[config.mk]
export PLATFORM = sky130hd
export DESIGN_NAME = serial_variable_readout
export DESIGN_NICKNAME = d
export VERILOG_FILES = /design/src/readout_pkg.sv /design/src/byte_link_if.sv /design/src/serial_variable_readout.sv /design/src/uart_phy.sv
export VERILOG_INCLUDE_DIRS = /design/src
export SDC_FILE = /design/constraint.sdc
export NUM_CORES = 2
export LEC_CHECK = 0
export BUFFER_PORTS_ARGS = -buffer_cell sky130_fd_sc_hd__buf_2
export CAP_MARGIN = 30
export CORE_MARGIN = 2
export CORE_UTILIZATION = 59
export CTS_CLUSTER_SIZE = 25
export DETAILED_ROUTE_END_ITERATION = 10
export GPL_TIMING_DRIVEN = 1
export PLACE_DENSITY = 0.8
export SETUP_SLACK_MARGIN = 0.2
export SYNTH_ARGS = -nofsm -noshare
export SYNTH_HDL_FRONTEND = slang
export SYNTH_SLANG_ARGS = --single-unit
export TNS_END_PERCENT = 50
[constraint.sdc]
create_clock -name clk -period 7.45 [get_ports clk]
set_input_delay 1.1175 -clock clk [delete_from_list [all_inputs] [get_ports clk]]
set_output_delay 1.1175 -clock clk [all_outputs]
set_load 0.03 [all_outputs]
[src/readout_cfg.svh]
`ifndef READOUT_CFG_SVH
`define READOUT_CFG_SVH

// ------------------------------------------------------------
// Command bytes
// ------------------------------------------------------------
`define CMD_PACKET_START 8'hAA
`define CMD_READ_FIRST   8'h81
`define CMD_READ_LAST    8'hBF
`define CMD_ERR_HALT     8'hB3
`define CMD_ERR_OCC      8'hB5

// ------------------------------------------------------------
// Timing
// ------------------------------------------------------------
`define CLK_PERIOD_NS    25
`define MS_NS            1000000
`define PULSE_UNIT_NS    2000
`define PULSE_UNIT_DEN   3

// ------------------------------------------------------------
// Variable formation
// ------------------------------------------------------------
`define SPEED_OFFSET     32'sh0000_0800
`define VAR_MAX          12'hFFF
`define INT16_MAX        32'sh0000_7FFF

`endif

[src/readout_pkg.sv]
package readout_pkg;

   typedef enum logic [1:0] {
      IN_SERIAL = 2'h0,
      IN_ANALOG = 2'h1,
      IN_PULSE  = 2'h2
   } in_mode_t;

   typedef enum logic {
      FB_NONE   = 1'b0,
      FB_ANALOG = 1'b1
   } fb_mode_t;

   typedef enum logic [1:0] {
      PS_IDLE = 2'b00,
      PS_ADDR = 2'b01,
      PS_CMD  = 2'b11
   } parse_t;

   typedef struct packed {
      logic        rx_prev;
      logic        rx_busy;
      logic [3:0]  rx_bit;
      logic [15:0] rx_cnt;
      logic [7:0]  rx_sh;
      logic        rx_valid;
      logic        tx_busy;
      logic [3:0]  tx_bit;
      logic [15:0] tx_cnt;
      logic [8:0]  tx_sh;
      logic        tx;
   } uart_st_t;

   typedef struct packed {
      parse_t             ps;
      logic               addr_ok;
      logic [15:0]        rword;
      logic [1:0]         rcnt;
      logic [11:0]        in_v;
      logic [11:0]        tgt;
      logic [11:0]        fb;
      logic [11:0]        sfb;
      logic signed [15:0] isum;
      logic signed [15:0] dtgt;
      logic signed [15:0] duty;
      logic signed [13:0] perr;
      logic [7:0]         cur;
      logic [15:0]        loops;
      logic [15:0]        ms_cnt;
      logic [7:0]         per_cnt;
      logic [7:0]         brk;
      logic               tick;
      logic               pin_q;
      logic               pw_run;
      logic [6:0]         pw_acc;
      logic [11:0]        pw_cnt;
   } core_st_t;

endpackage

[src/byte_link_if.sv]
`timescale 1ns/10ps
`default_nettype none
interface byte_link_if;
   logic       rx_valid;
   logic [7:0] rx_data;
   logic       tx_valid;
   logic [7:0] tx_data;
   logic       tx_ready;
   modport core (input rx_valid, rx_data, tx_ready,
                 output tx_valid, tx_data);
   modport phy  (output rx_valid, rx_data, tx_ready,
                 input tx_valid, tx_data);
endinterface
`default_nettype wire

[src/serial_variable_readout.sv]
// Functional notes
// RULE1 - Bare command or 0xAA, device, command packet.
// RULE2 - Two-byte reads send low byte first.
// RULE3 - Signed variables use two's complement.
// RULE4 - Low-byte read returns one low byte.
// RULE5 - High-byte read returns one high byte.
// RULE6 - Input variable codes; serial mode equals target.
// RULE7 - Analog input: 0 is 0V, 4092 5V.
// RULE8 - Pulse input counts two-thirds microsecond units.
// RULE9 - Target from serial or scaled input.
// RULE10 - Feedback analog measured; zero without feedback.
// RULE11 - Scaled feedback is feedback after scaling.
// RULE12 - Current reads zero without current limit.
// RULE13 - Integral adds scaled feedback minus target.
// RULE14 - Integral clears when idle, clamped, optional reset.
// RULE15 - Duty target: target-2048 or PID sum.
// RULE16 - Duty limited by accel, max, current, brake.
// RULE17 - Loop tick counter increments, wraps at 65535.
// RULE18 - Unlisted 0x81..0xBF still answer.
// RULE19 - Commands on rx, responses on tx.
// RULE20 - Transmit line idles high.
// RULE21 - Transmit only when addressed.
// RULE22 - Master keeps device numbers distinct.
// RULE23 - Mismatched address: no answer, no change.
`timescale 1ns/10ps
`default_nettype none
`include "readout_cfg.svh"
module serial_variable_readout #(
   parameter int MS_CYCLES = `MS_NS / `CLK_PERIOD_NS
) (
   input  wire logic                  clk,              // 40 MHz.
   input  wire logic                  arst_n,           // Reset, low.
   input  wire logic                  rx,               // Serial in.
   input  wire logic                  pulse_in,         // RC pulse.
   input  wire logic [9:0]            adc_rx,           // Rx pin ADC.
   input  wire logic [9:0]            adc_fb,           // Fb pin ADC.
   input  wire logic [7:0]            motor_current,    // Current ADC.
   input  wire logic [11:0]           serial_target,    // Set target.
   input  wire logic [6:0]            device_number,    // Own address.
   input  wire logic [15:0]           baud_div,         // Bit cycles-1.
   input  wire readout_pkg::in_mode_t input_mode,       // Input mode.
   input  wire readout_pkg::fb_mode_t feedback_mode,    // Fb mode.
   input  wire logic [8:0]            in_gain,          // 256 = unity.
   input  wire logic [8:0]            fb_gain,          // 256 = unity.
   input  wire logic [7:0]            kp,               // P gain /16.
   input  wire logic [7:0]            ki,               // I gain /256.
   input  wire logic [7:0]            kd,               // D gain /16.
   input  wire logic [7:0]            pid_period_ms,    // Loop period.
   input  wire logic [14:0]           integral_limit,   // Sum clamp.
   input  wire logic                  int_reset_en,     // P over reset.
   input  wire logic [9:0]            max_duty,         // Duty clamp.
   input  wire logic [9:0]            max_accel,        // 0 = no limit.
   input  wire logic                  current_limit_en, // Limit on.
   input  wire logic [7:0]            current_limit,    // Limit value.
   input  wire logic [7:0]            brake_ticks,      // Brake periods.
   input  wire logic                  motor_enable,     // Driving.
   output var  logic                  tx,               // Serial out.
   output var  logic [15:0]           duty_cycle        // Applied duty.
);
   import readout_pkg::*;

   // ------------------------------------------------------------
   // Reset release
   // ------------------------------------------------------------
   logic [1:0] rs_ff;
   logic       rst_n;

   always_ff @(posedge clk or negedge arst_n) begin
      if (!arst_n) begin
         rs_ff <= 2'b00;
      end else begin
         rs_ff <= {rs_ff[0], 1'b1};
      end
   end
   assign rst_n = rs_ff[1];

   // ------------------------------------------------------------
   // Serial line
   // ------------------------------------------------------------
   byte_link_if lnk ();

   uart_phy u_phy ( // [RULE19]
      .clk      (clk),
      .rst_n    (rst_n),
      .rx       (rx),
      .baud_div (baud_div),
      .tx       (tx),
      .lnk      (lnk)
   );

   // ------------------------------------------------------------
   // Helpers
   // ------------------------------------------------------------
   localparam logic [6:0] PW_MOD = 7'(`PULSE_UNIT_NS / `CLK_PERIOD_NS);
   localparam logic [6:0] PW_DEN = 7'(`PULSE_UNIT_DEN);

   function automatic logic [11:0] scale12(logic [11:0] v,
                                           logic [8:0] g);
      logic [20:0] m;
      m = 21'(v) * 21'(g);
      return (m[20:8] > 13'h0FFF) ? `VAR_MAX : m[19:8];
   endfunction

   function automatic int clamp(int v, int lim);
      return (v > lim) ? lim : ((v < -lim) ? -lim : v);
   endfunction

   function automatic logic [15:0] read_var(logic [3:0] i,
                                            core_st_t s);
      case (i)
         4'h0:    return {4'h0, s.in_v};
         4'h1:    return {4'h0, s.tgt};
         4'h2:    return {4'h0, s.fb};
         4'h3:    return {4'h0, s.sfb};
         4'h4:    return s.isum;
         4'h5:    return s.dtgt;
         4'h6:    return s.duty;
         4'h7:    return {8'h00, s.cur};
         4'h8:    return s.loops;
         default: return 16'h0000;
      endcase
   endfunction

   core_st_t    st_ff;
   core_st_t    nxt_st;
   logic        rd_go;
   logic [7:0]  rd_cmd;
   logic [15:0] var_word;

   assign lnk.tx_valid = (st_ff.rcnt != 2'h0);
   assign lnk.tx_data  = st_ff.rword[7:0];
   assign duty_cycle   = st_ff.duty;

   // ------------------------------------------------------------
   // Next state
   // ------------------------------------------------------------
   always_comb begin
      int e;
      int p;
      int it;
      int d;
      int a;
      int des;
      int step;
      logic go;
      e        = 0;
      p        = 0;
      it       = 0;
      d        = 0;
      a        = 0;
      des      = 0;
      step     = 0;
      go       = 1'b0;
      nxt_st   = st_ff;
      rd_cmd   = 8'h00;
      nxt_st.tick  = 1'b0;
      nxt_st.pin_q = pulse_in;

      // Loop period timing.
      if (st_ff.ms_cnt == 16'(MS_CYCLES - 1)) begin
         nxt_st.ms_cnt = 16'h0000;
         if (st_ff.per_cnt + 8'h01 >= pid_period_ms) begin
            nxt_st.per_cnt = 8'h00;
            nxt_st.tick    = 1'b1;
         end else begin
            nxt_st.per_cnt = st_ff.per_cnt + 8'h01;
         end
      end else begin
         nxt_st.ms_cnt = st_ff.ms_cnt + 16'h0001;
      end

      // Pulse width in 2/3 us units by fractional accumulation.
      if (pulse_in && !st_ff.pin_q) begin
         nxt_st.pw_run = 1'b1;
         nxt_st.pw_cnt = 12'h000;
         nxt_st.pw_acc = 7'h00;
      end else if (st_ff.pw_run) begin
         if (!pulse_in) begin
            nxt_st.pw_run = 1'b0;
         end else if (st_ff.pw_acc + PW_DEN >= PW_MOD) begin // [RULE8]
            nxt_st.pw_acc = st_ff.pw_acc + PW_DEN - PW_MOD;
            if (st_ff.pw_cnt != `VAR_MAX) begin
               nxt_st.pw_cnt = st_ff.pw_cnt + 12'h001;
            end
         end else begin
            nxt_st.pw_acc = st_ff.pw_acc + PW_DEN;
         end
      end

      // Measured variables.
      case (input_mode)
         IN_ANALOG: nxt_st.in_v = {adc_rx, 2'b00}; // [RULE7]
         IN_PULSE: begin
            if (st_ff.pw_run && !pulse_in) begin
               nxt_st.in_v = st_ff.pw_cnt; // [RULE8]
            end
         end
         default:   nxt_st.in_v = serial_target; // [RULE6]
      endcase
      nxt_st.tgt = (input_mode == IN_SERIAL) ? serial_target
                 : scale12(st_ff.in_v, in_gain); // [RULE9]
      nxt_st.fb  = (feedback_mode == FB_NONE) ? 12'h000
                 : {adc_fb, 2'b00}; // [RULE10]
      nxt_st.sfb = scale12(st_ff.fb, fb_gain); // [RULE11]
      nxt_st.cur = current_limit_en ? motor_current : 8'h00; // [RULE12]

      // Control loop, once per period.
      if (st_ff.tick) begin
         nxt_st.loops = st_ff.loops + 16'h0001; // [RULE17]
         e  = int'(st_ff.sfb) - int'(st_ff.tgt); // [RULE13]
         p  = (int'(kp) * e) >>> 4;
         it = (int'(ki) * int'(st_ff.isum)) >>> 8;
         d  = (int'(kd) * (e - int'(st_ff.perr))) >>> 4;
         nxt_st.perr = 14'(e);
         a = int'(st_ff.isum) + e; // [RULE13]
         if (int_reset_en && (p > int'(max_duty) ||
                              p < -int'(max_duty))) begin
            a = 0; // [RULE14]
         end
         nxt_st.isum = 16'(clamp(a, int'(integral_limit))); // [RULE14]
         if (feedback_mode == FB_NONE) begin
            a = int'(st_ff.tgt) - `SPEED_OFFSET; // [RULE15]
         end else begin
            a = clamp(p + it + d, `INT16_MAX); // [RULE15]
         end
         nxt_st.dtgt = 16'(a); // [RULE3]
         des = clamp(a, int'(max_duty)); // [RULE16]
         if (current_limit_en && st_ff.cur > current_limit) begin
            des = 0; // [RULE16]
         end
         if (st_ff.brk != 8'h00) begin
            nxt_st.duty = 16'sh0000;
            nxt_st.brk  = st_ff.brk - 8'h01;
         end else if ((st_ff.duty > 0 && des < 0) ||
                      (st_ff.duty < 0 && des > 0)) begin
            nxt_st.duty = 16'sh0000; // [RULE16]
            nxt_st.brk  = brake_ticks;
         end else begin
            step = des - int'(st_ff.duty);
            if (max_accel != 10'h000) begin
               step = clamp(step, int'(max_accel)); // [RULE16]
            end
            nxt_st.duty = 16'(int'(st_ff.duty) + step);
         end
      end
      if (!motor_enable) begin
         nxt_st.isum = 16'sh0000; // [RULE14]
         nxt_st.duty = 16'sh0000;
         nxt_st.brk  = 8'h00;
      end

      // Command parser.
      if (lnk.rx_valid) begin
         if (lnk.rx_data[7]) begin
            nxt_st.ps = PS_IDLE;
            if (lnk.rx_data == `CMD_PACKET_START) begin
               nxt_st.ps = PS_ADDR; // [RULE1]
            end else begin
               go     = 1'b1; // [RULE1]
               rd_cmd = lnk.rx_data;
            end
         end else begin
            case (st_ff.ps)
               PS_ADDR: begin
                  // Distinct addresses keep answers apart.
                  nxt_st.addr_ok = (lnk.rx_data[6:0] == device_number); // [RULE22]
                  nxt_st.ps      = PS_CMD;
               end
               PS_CMD: begin
                  go        = st_ff.addr_ok; // [RULE21] [RULE23]
                  rd_cmd    = {1'b1, lnk.rx_data[6:0]}; // [RULE1]
                  nxt_st.ps = PS_IDLE;
               end
               default: nxt_st.ps = PS_IDLE;
            endcase
         end
      end
      rd_go = go && rd_cmd >= `CMD_READ_FIRST &&
              rd_cmd <= `CMD_READ_LAST && // [RULE18]
              rd_cmd != `CMD_ERR_HALT && rd_cmd != `CMD_ERR_OCC;
      var_word = read_var(4'((rd_cmd[4:0] - 5'h01) >> 1), st_ff);

      // Response byte queue.
      if (rd_go) begin
         if (rd_cmd[5]) begin
            nxt_st.rword = var_word; // [RULE2]
            nxt_st.rcnt  = 2'h2;
         end else begin
            nxt_st.rword = {8'h00, rd_cmd[0] ? var_word[7:0] // [RULE4]
                                             : var_word[15:8]}; // [RULE5]
            nxt_st.rcnt  = 2'h1;
         end
      end else if (st_ff.rcnt != 2'h0 && lnk.tx_ready) begin
         nxt_st.rword = {8'h00, st_ff.rword[15:8]}; // [RULE2]
         nxt_st.rcnt  = st_ff.rcnt - 2'h1;
      end
   end

   always_ff @(posedge clk or negedge rst_n) begin
      if (!rst_n) begin
         st_ff <= '0;
      end else begin
         st_ff <= nxt_st;
      end
   end
endmodule
`default_nettype wire

[src/uart_phy.sv]
`timescale 1ns/10ps
`default_nettype none
module uart_phy
   import readout_pkg::*;
(
   input  wire logic        clk,      // System clock.
   input  wire logic        rst_n,    // Synchronised reset, low.
   input  wire logic        rx,       // Serial receive line.
   input  wire logic [15:0] baud_div, // Cycles per bit minus one.
   output var  logic        tx,       // Serial transmit line.
   byte_link_if.phy         lnk       // Byte side.
);

   uart_st_t st_ff;
   uart_st_t nxt_st;

   assign lnk.rx_valid = st_ff.rx_valid;
   assign lnk.rx_data  = st_ff.rx_sh;
   assign lnk.tx_ready = !st_ff.tx_busy;
   assign tx           = st_ff.tx;

   always_comb begin
      nxt_st          = st_ff;
      nxt_st.rx_valid = 1'b0;
      nxt_st.rx_prev  = rx;
      if (!st_ff.rx_busy) begin
         if (st_ff.rx_prev && !rx) begin
            nxt_st.rx_busy = 1'b1;
            nxt_st.rx_bit  = 4'h0;
            nxt_st.rx_cnt  = {1'b0, baud_div[15:1]};
         end
      end else if (st_ff.rx_cnt != 16'h0000) begin
         nxt_st.rx_cnt = st_ff.rx_cnt - 16'h0001;
      end else begin
         nxt_st.rx_cnt = baud_div;
         nxt_st.rx_bit = st_ff.rx_bit + 4'h1;
         if (st_ff.rx_bit == 4'h0) begin
            nxt_st.rx_busy = !rx;
         end else if (st_ff.rx_bit < 4'h9) begin
            nxt_st.rx_sh = {rx, st_ff.rx_sh[7:1]};
         end else begin
            nxt_st.rx_busy  = 1'b0;
            nxt_st.rx_valid = rx;
         end
      end
      if (!st_ff.tx_busy) begin
         if (lnk.tx_valid) begin
            nxt_st.tx_busy = 1'b1;
            nxt_st.tx_sh   = {lnk.tx_data, 1'b0};
            nxt_st.tx_bit  = 4'h0;
            nxt_st.tx_cnt  = baud_div;
         end
      end else if (st_ff.tx_cnt != 16'h0000) begin
         nxt_st.tx_cnt = st_ff.tx_cnt - 16'h0001;
      end else begin
         nxt_st.tx_cnt = baud_div;
         nxt_st.tx_sh  = {1'b1, st_ff.tx_sh[8:1]};
         nxt_st.tx_bit = st_ff.tx_bit + 4'h1;
         if (st_ff.tx_bit == 4'h9) begin
            nxt_st.tx_busy = 1'b0;
         end
      end
      // Line rests high between bytes.
      nxt_st.tx = nxt_st.tx_busy ? nxt_st.tx_sh[0] : 1'b1; // [RULE20]
   end

   always_ff @(posedge clk or negedge rst_n) begin
      if (!rst_n) begin
         st_ff    <= '0;
         st_ff.tx <= 1'b1;
      end else begin
         st_ff <= nxt_st;
      end
   end
endmodule
`default_nettype wire
# Yosys cells after proc, flatten, opt, wreduce, memory -nomap -nowiden
# Cells that the tools add are included.
# op_classes
n_addsub	24
mul	5
order_cmp	22
n_eq_ne	24
mux	78
bitwise	3
n_reduce_logical	40
# ops
op	count
32-bit two-way mux	10
16-bit two-way mux	15
16-bit case mux with 9 select lines	1
32-bit less-than comparator	3
8-bit two-way mux	11
12-bit two-way mux	7
32-bit by 11-bit greater-than comparator with 1-bit output	2
10-bit negation with 32-bit output	2
62-bit two-way mux	1
30-bit two-way mux	2
18-bit two-way mux	3
12-bit by 9-bit multiplier with 21-bit output	2
21-bit two-way mux	2
20-bit two-way mux	2
16-bit by 1-bit adder with 16-bit output, second input constant	2
32-bit by 1-bit greater-than comparator with 1-bit output, second input constant	1
32-bit by 16-bit greater-than comparator with 1-bit output	1
18-bit by 32-bit less-than comparator with 1-bit output	1
32-bit by 1-bit less-than comparator with 1-bit output, second input constant	1
15-bit negation with 32-bit output	1
16-bit nonzero test	2
16-bit by 1-bit subtractor with 16-bit output, second input constant	2
32-bit by 16-bit subtractor with 32-bit output	1
13-bit by 12-bit greater-than comparator with 1-bit output, second input constant	2
other kinds (62)	119
# totals
register_bits	272
in_bits	174
out_inout_bits	17

# Logic depth before layout (Yosys ltp)
# logic_depth
word_depth	27
ltp_mapped	107
depth_no_buf	103

# Hierarchy
# A second synthesis with hierarchy kept.
# unflattened
hier_cells	5168
area_unflattened_um2	43359.1
# by_module_without_submodules
module	n_inst	cells_per_inst	area_per_inst_um2	seq_area_each_um2
serial_variable_readout	1	4779	39700.6	5205.0
uart_phy	1	389	3658.5	1552.7

# Least setup slack after synthesis
# No wires, ideal clock.
# synth_path
kind	register to register
from	register st_ff[140] (netlist bit)
to	register st_ff, in the netlist duty_cycle[15]
t_arrival_ns	20.165
slack_ns	-12.810
path_stages_with_launch	99
n_path_buf	5
path_cell_list	dfrtp_1 > inv_1 > ha_1 > inv_1 > fa_1 > nand2_1 > nand2_1 > a21oi_1 > o21ai_0 > a21oi_1 > nand2b_1 > a21boi_0 > o21ai_0 > nand2b_1 > a21oi_1 > o21bai_1 > a21oi_1 > clkbuf_1 > [... 63 more ...] > clkbuf_1 > and2_1 > a22oi_1 > o22ai_1 > ha_1 > a21o_1 > a21o_1 > a21o_1 > a21o_1 > a21o_1 > a211o_1 > a21o_1 > a21o_1 > a211o_1 > a21oi_1 > xnor2_1 > and3_1 > o31ai_1
# synth_via
elab_chain_len	27
elab_cells_between_ends	37
# synth_lines
element	line	text
start: declaration	serial_variable_readout.sv:124	core_st_t st_ff;
start signal: assignment	serial_variable_readout.sv:303	st_ff <= nxt_st;
12-bit by 12-bit subtractor with 13-bit output *	serial_variable_readout.sv:210	e = int'(st_ff.sfb) - int'(st_ff.tgt);
9-bit by 13-bit multiplier with 22-bit output / 13-bit by 13-bit subtractor with 14-bit output (equally long branches)	serial_variable_readout.sv:211, serial_variable_readout.sv:213	
18-bit by 17-bit adder with 19-bit output / 9-bit by 14-bit multiplier with 23-bit output (equally long branches)	serial_variable_readout.sv:224, serial_variable_readout.sv:213	
19-bit by 19-bit adder with 20-bit output *	serial_variable_readout.sv:224	a = clamp(p + it + d, `INT16_MAX);
20-bit by 16-bit less-than comparator with 1-bit output	serial_variable_readout.sv:105	return (v > lim) ? lim : ((v < -lim) ? -lim : v);
32-bit two-way mux	serial_variable_readout.sv:105	
32-bit two-way mux *	serial_variable_readout.sv:105	
32-bit two-way mux *	serial_variable_readout.sv:221	if (feedback_mode == FB_NONE) begin
[... 11 more ...]	n/a	
16-bit two-way mux	serial_variable_readout.sv:234	end else if ((st_ff.duty > 0 && des < 0) ||
16-bit two-way mux	serial_variable_readout.sv:231	if (st_ff.brk != 8'h00) begin
16-bit two-way mux	serial_variable_readout.sv:208	if (st_ff.tick) begin
16-bit adder	serial_variable_readout.sv:243	nxt_st.duty = 16'(int'(st_ff.duty) + step);
16-bit two-way mux *	serial_variable_readout.sv:234	
16-bit two-way mux *	serial_variable_readout.sv:231	
62-bit two-way mux *	serial_variable_readout.sv:208	
16-bit two-way mux *	serial_variable_readout.sv:246	if (!motor_enable) begin
# Every way passes the cells marked *; elsewhere a longest branch is shown, timed or not. The select of a mux whose other input is x is not followed.
# A chain may end at the register's enable or synchronous reset.

# Final worst setup path
# layout_path
from	register st_ff[140] (netlist bit)
to	register st_ff, in the netlist duty_cycle[12]
# The elaborated chain is that of the path after synthesis.

==> impl_metrics.ini <==
[die]
floorplan.initialDensity = 0.5927
dieArea_um2 = 75090
num_rows = 99
die_y_um = 274.0
core_um2 = 72590
ios = 191
die_w_um = 274.0

[synth]
synthArstFlopShare = 1.000
syn-cell-area_um2 = 43020
seq_area_frac_synth = 0.1571
syn_area_per_cell_um2 = 8.426
yosys_warnings = 0
ys.flop_type = dfrtp_1
syn_nets = 6214
syn_inst = 5106
synth_edf_count = 0
ys_types = 91
synth-seq-cells = 270

[setup_path]
rrSetupSlack_ps = -11830
start_kind = register
endpoint = duty_cycle[12]$_DFFE_PN0P_
critPathMaxFanout = 6
worst_ep_required_time_ps = 7860
cp_top_family = compound AO/OA/AOI/OAI gates
cp.arrival_ps = 19690
rr_startpoint = st_ff[140]$_DFF_PN0_
cpMostUsedCell = a21o_1
cp-end-kind = register
startpoint = st_ff[140]$_DFF_PN0_
r2r_cells = 105
r2r_end = duty_cycle[12]$_DFFE_PN0P_
critical-path-max-stage-delay_ps = 510
critical_path_buf_inv_count = 15
crit_cells = 105
critPathKind = register to register
cp_slowest_cell = fa_1

[routing]
routed_wl_um = 141200
first_pass_iters = 9
vias = 41990
postRouteAntennaNets = 0
viasPerCell = 5.974
drt_iter0_markers = 3683
drc = 0
wl_per_cell_um = 20.09

[sta]
fin_crit_ps = 19280
fin_ws_ps = -11830
worst_pin_slew_ps = 1106
whs_ps = 330.4
fin_crit_sh = 2.588
maxSlewViolCount = 0
fin_skew_ps = 31.80
hold_viol = 0
fmax_mhz = 51.86
rsz0062_at_grt = true
slew_headroom = 0.2601
setup_violations = 56
tns_ps = -356780

[global_route]
grt_max_degree = 151
met3_usage = 0.07619
met1_usage = 0.4594
grt_pass1_vias = 42670
grt_first_pass_wirelength_um = 221100
gr-usage-all-layers = 0.3689
grt_busiest_layer = met2
grt-ovfl-total = 0
antenna_found_initial = 10
met2_usage = 0.6021

[final_layout]
synthToLayoutAreaGrowth_pct = 27.43
multi_input_comb_area_um2 = 34830
fill_cells = 4898
nNetsFinal = 7152
drive_above_1_share = 0.2586
final_area_um2 = 54820
seqCellArea_um2 = 6763

[place]
dp_hpwl_um = 108000
pre_cts_ws_ps = -11840
port_buffers = 190
place_area_um2 = 51280
gp_congestion = 1.028

[clock_tree]
htreeDepth = 2
tritoncts = built
cts_root_buffer = clkbuf_16
clock-sinks = 270
clk_latency_ps = 590
cts_buffers = 34
max-clock-path-buffers = 3
ctsHoldBuffers = 0
clkTransAtPathRegs_ps = 60

[worst_hold_path]
min_path_type = input pin to asynchronous set/reset pin

[outcome]
status = finished, violations left
violations = setup timing

[run]
maxCapViolations = 0
[synthesized netlist by cell type, drive strengths merged, types with 48 or more instances]
cell | instances | area, µm²
a21o | 97 | 728.2
a21oi | 237 | 1201
and2 | 293 | 1833
clkbuf | 174 | 653.1
dfrtp | 269 | 6731
fa | 419 | 8388
ha | 515 | 6444
inv | 737 | 2766
nand2 | 538 | 2019
nand2b | 48 | 300.3
nand3 | 99 | 495.5
nand4 | 58 | 362.9
nor2 | 265 | 997.2
nor2b | 56 | 350.3
nor3 | 77 | 390.4
o21ai | 233 | 1166
xnor2 | 176 | 1541
xor2 | 91 | 797.0
[repair_timing]
item,CTS,global route
endpoints found under the setup margin,56,56
pin swaps,150,125
gates resized for setup,177,162
cloned,1,0
setup buffers,55,33
[per-layer routing]
metal,part of all wire,vias to the layer above
met5,0.00093,-
met4,0.064,18
met3,0.089,534
met2,0.46,1988
met1,0.38,20410
li1,-,19040
[registers in the layout, indices dropped and copies added, names as in the netlist]
| register | count |
|---|---|
| st_ff | 182 |
| u_phy.st_ff | 52 |
| duty_cycle | 16 |
| lnk.tx_data | 8 |
| u_phy.lnk.rx_data | 8 |
| rs_ff | 2 |
| u_phy.lnk.rx_valid | 1 |
| u_phy.tx | 1 |
[final cells by class]
class / instances / area share
multi-input combinational: 3895 / 0.6353
timing repair buffer: 1106 / 0.1479
sequential: 270 / 0.1234
inverter: 737 / 0.05055
tap: 959 / 0.02189
clock buffer: 46 / 0.01762
clock inverter: 14 / 0.003287
antenna: 2 / 0.00009129
[per-stage QoR]
stage | std cells | utilization
final | 7029 | 0.7552
after global routing | 7029 | 0.7552
after CTS | 6994 | 0.7408
after detailed placement | 6878 | 0.7064
after global placement | 6878 | 0.7064
after floorplan | 5106 | -
[worst min path at each step]
stage | startpoint | end | cells past startpoint
finish | arst_n | rs_ff[0]$_DFF_PN0_ | 1
global route | arst_n | rs_ff[1]$_DFF_PN0_ | 1
CTS | arst_n | rs_ff[0]$_DFF_PN0_ | 1
detailed placement | rs_ff[0]$_DFF_PN0_ | rs_ff[1]$_DFF_PN0_ | 0
global placement | rs_ff[0]$_DFF_PN0_ | rs_ff[1]$_DFF_PN0_ | 0
floorplan | rs_ff[0]$_DFF_PN0_ | rs_ff[1]$_DFF_PN0_ | 0
[cells in the final DEF, fill, tap and decap left out, types with 17 or more instances in the layout]
cell	synthesis	layout
o21a_1	39	39
and3_1	41	38
xnor2_2	0	20
nand4_1	58	58
o21ai_0	229	190
buf_6	1	35
nor2_1	264	247
o21ai_1	4	24
a21oi_2	1	44
nand3_1	99	96
nand2b_1	48	45
buf_4	17	869
ha_1	515	470
clkbuf_16	0	34
nor3_1	76	66
a21o_1	97	97
nor2b_1	56	50
or3_1	36	32
a22oi_1	36	34
inv_1	736	723
o21bai_1	21	20
xnor2_1	176	152
xor2_1	91	83
fa_1	419	411
mux2_2	40	26
o211ai_1	39	39
a221oi_1	21	20
a21oi_1	235	183
nor4_1	38	35
nand2_1	538	525
o22ai_1	27	24
a211oi_1	29	18
and2_1	293	284
a22o_1	20	20
mux2i_1	25	22
ha_4	0	38
dfrtp_1	269	267
o21ai_2	0	17
buf_2	3	190
a31oi_1	26	24
[cells by family (layout without fill, tap and decap cells)]
kind of cell / count (synthesis) / in the layout / share of synthesized area
mux: 65 / 65 / 0.01629
xor+xnor: 267 / 267 / 0.05436
other cells: 1 / 3 / 0.00008717
buf+inv: 941 / 1903 / 0.08385
simple gates: 1604 / 1604 / 0.1836
fa+ha+maj: 934 / 934 / 0.3448
flops: 270 / 270 / 0.1571
compound gates: 1024 / 1024 / 0.1600
[worst register-to-register path: cells and delay by family (launching register included)]
kind                     cells  cell delay [ps]
AO/OA/AOI/OAI               49             8560
XOR/XNOR                     5              890
flip-flops                   1              380
buffers and inverters       15             1460
AND/OR/NAND/NOR             20             2460
adder cells (fa/ha/maj)     15             5090
multiplexers                 1              230
Power is left out: the tool's default activity adds up to more than one toggle a clock period on the data nets, which glitch-free logic cannot reach.
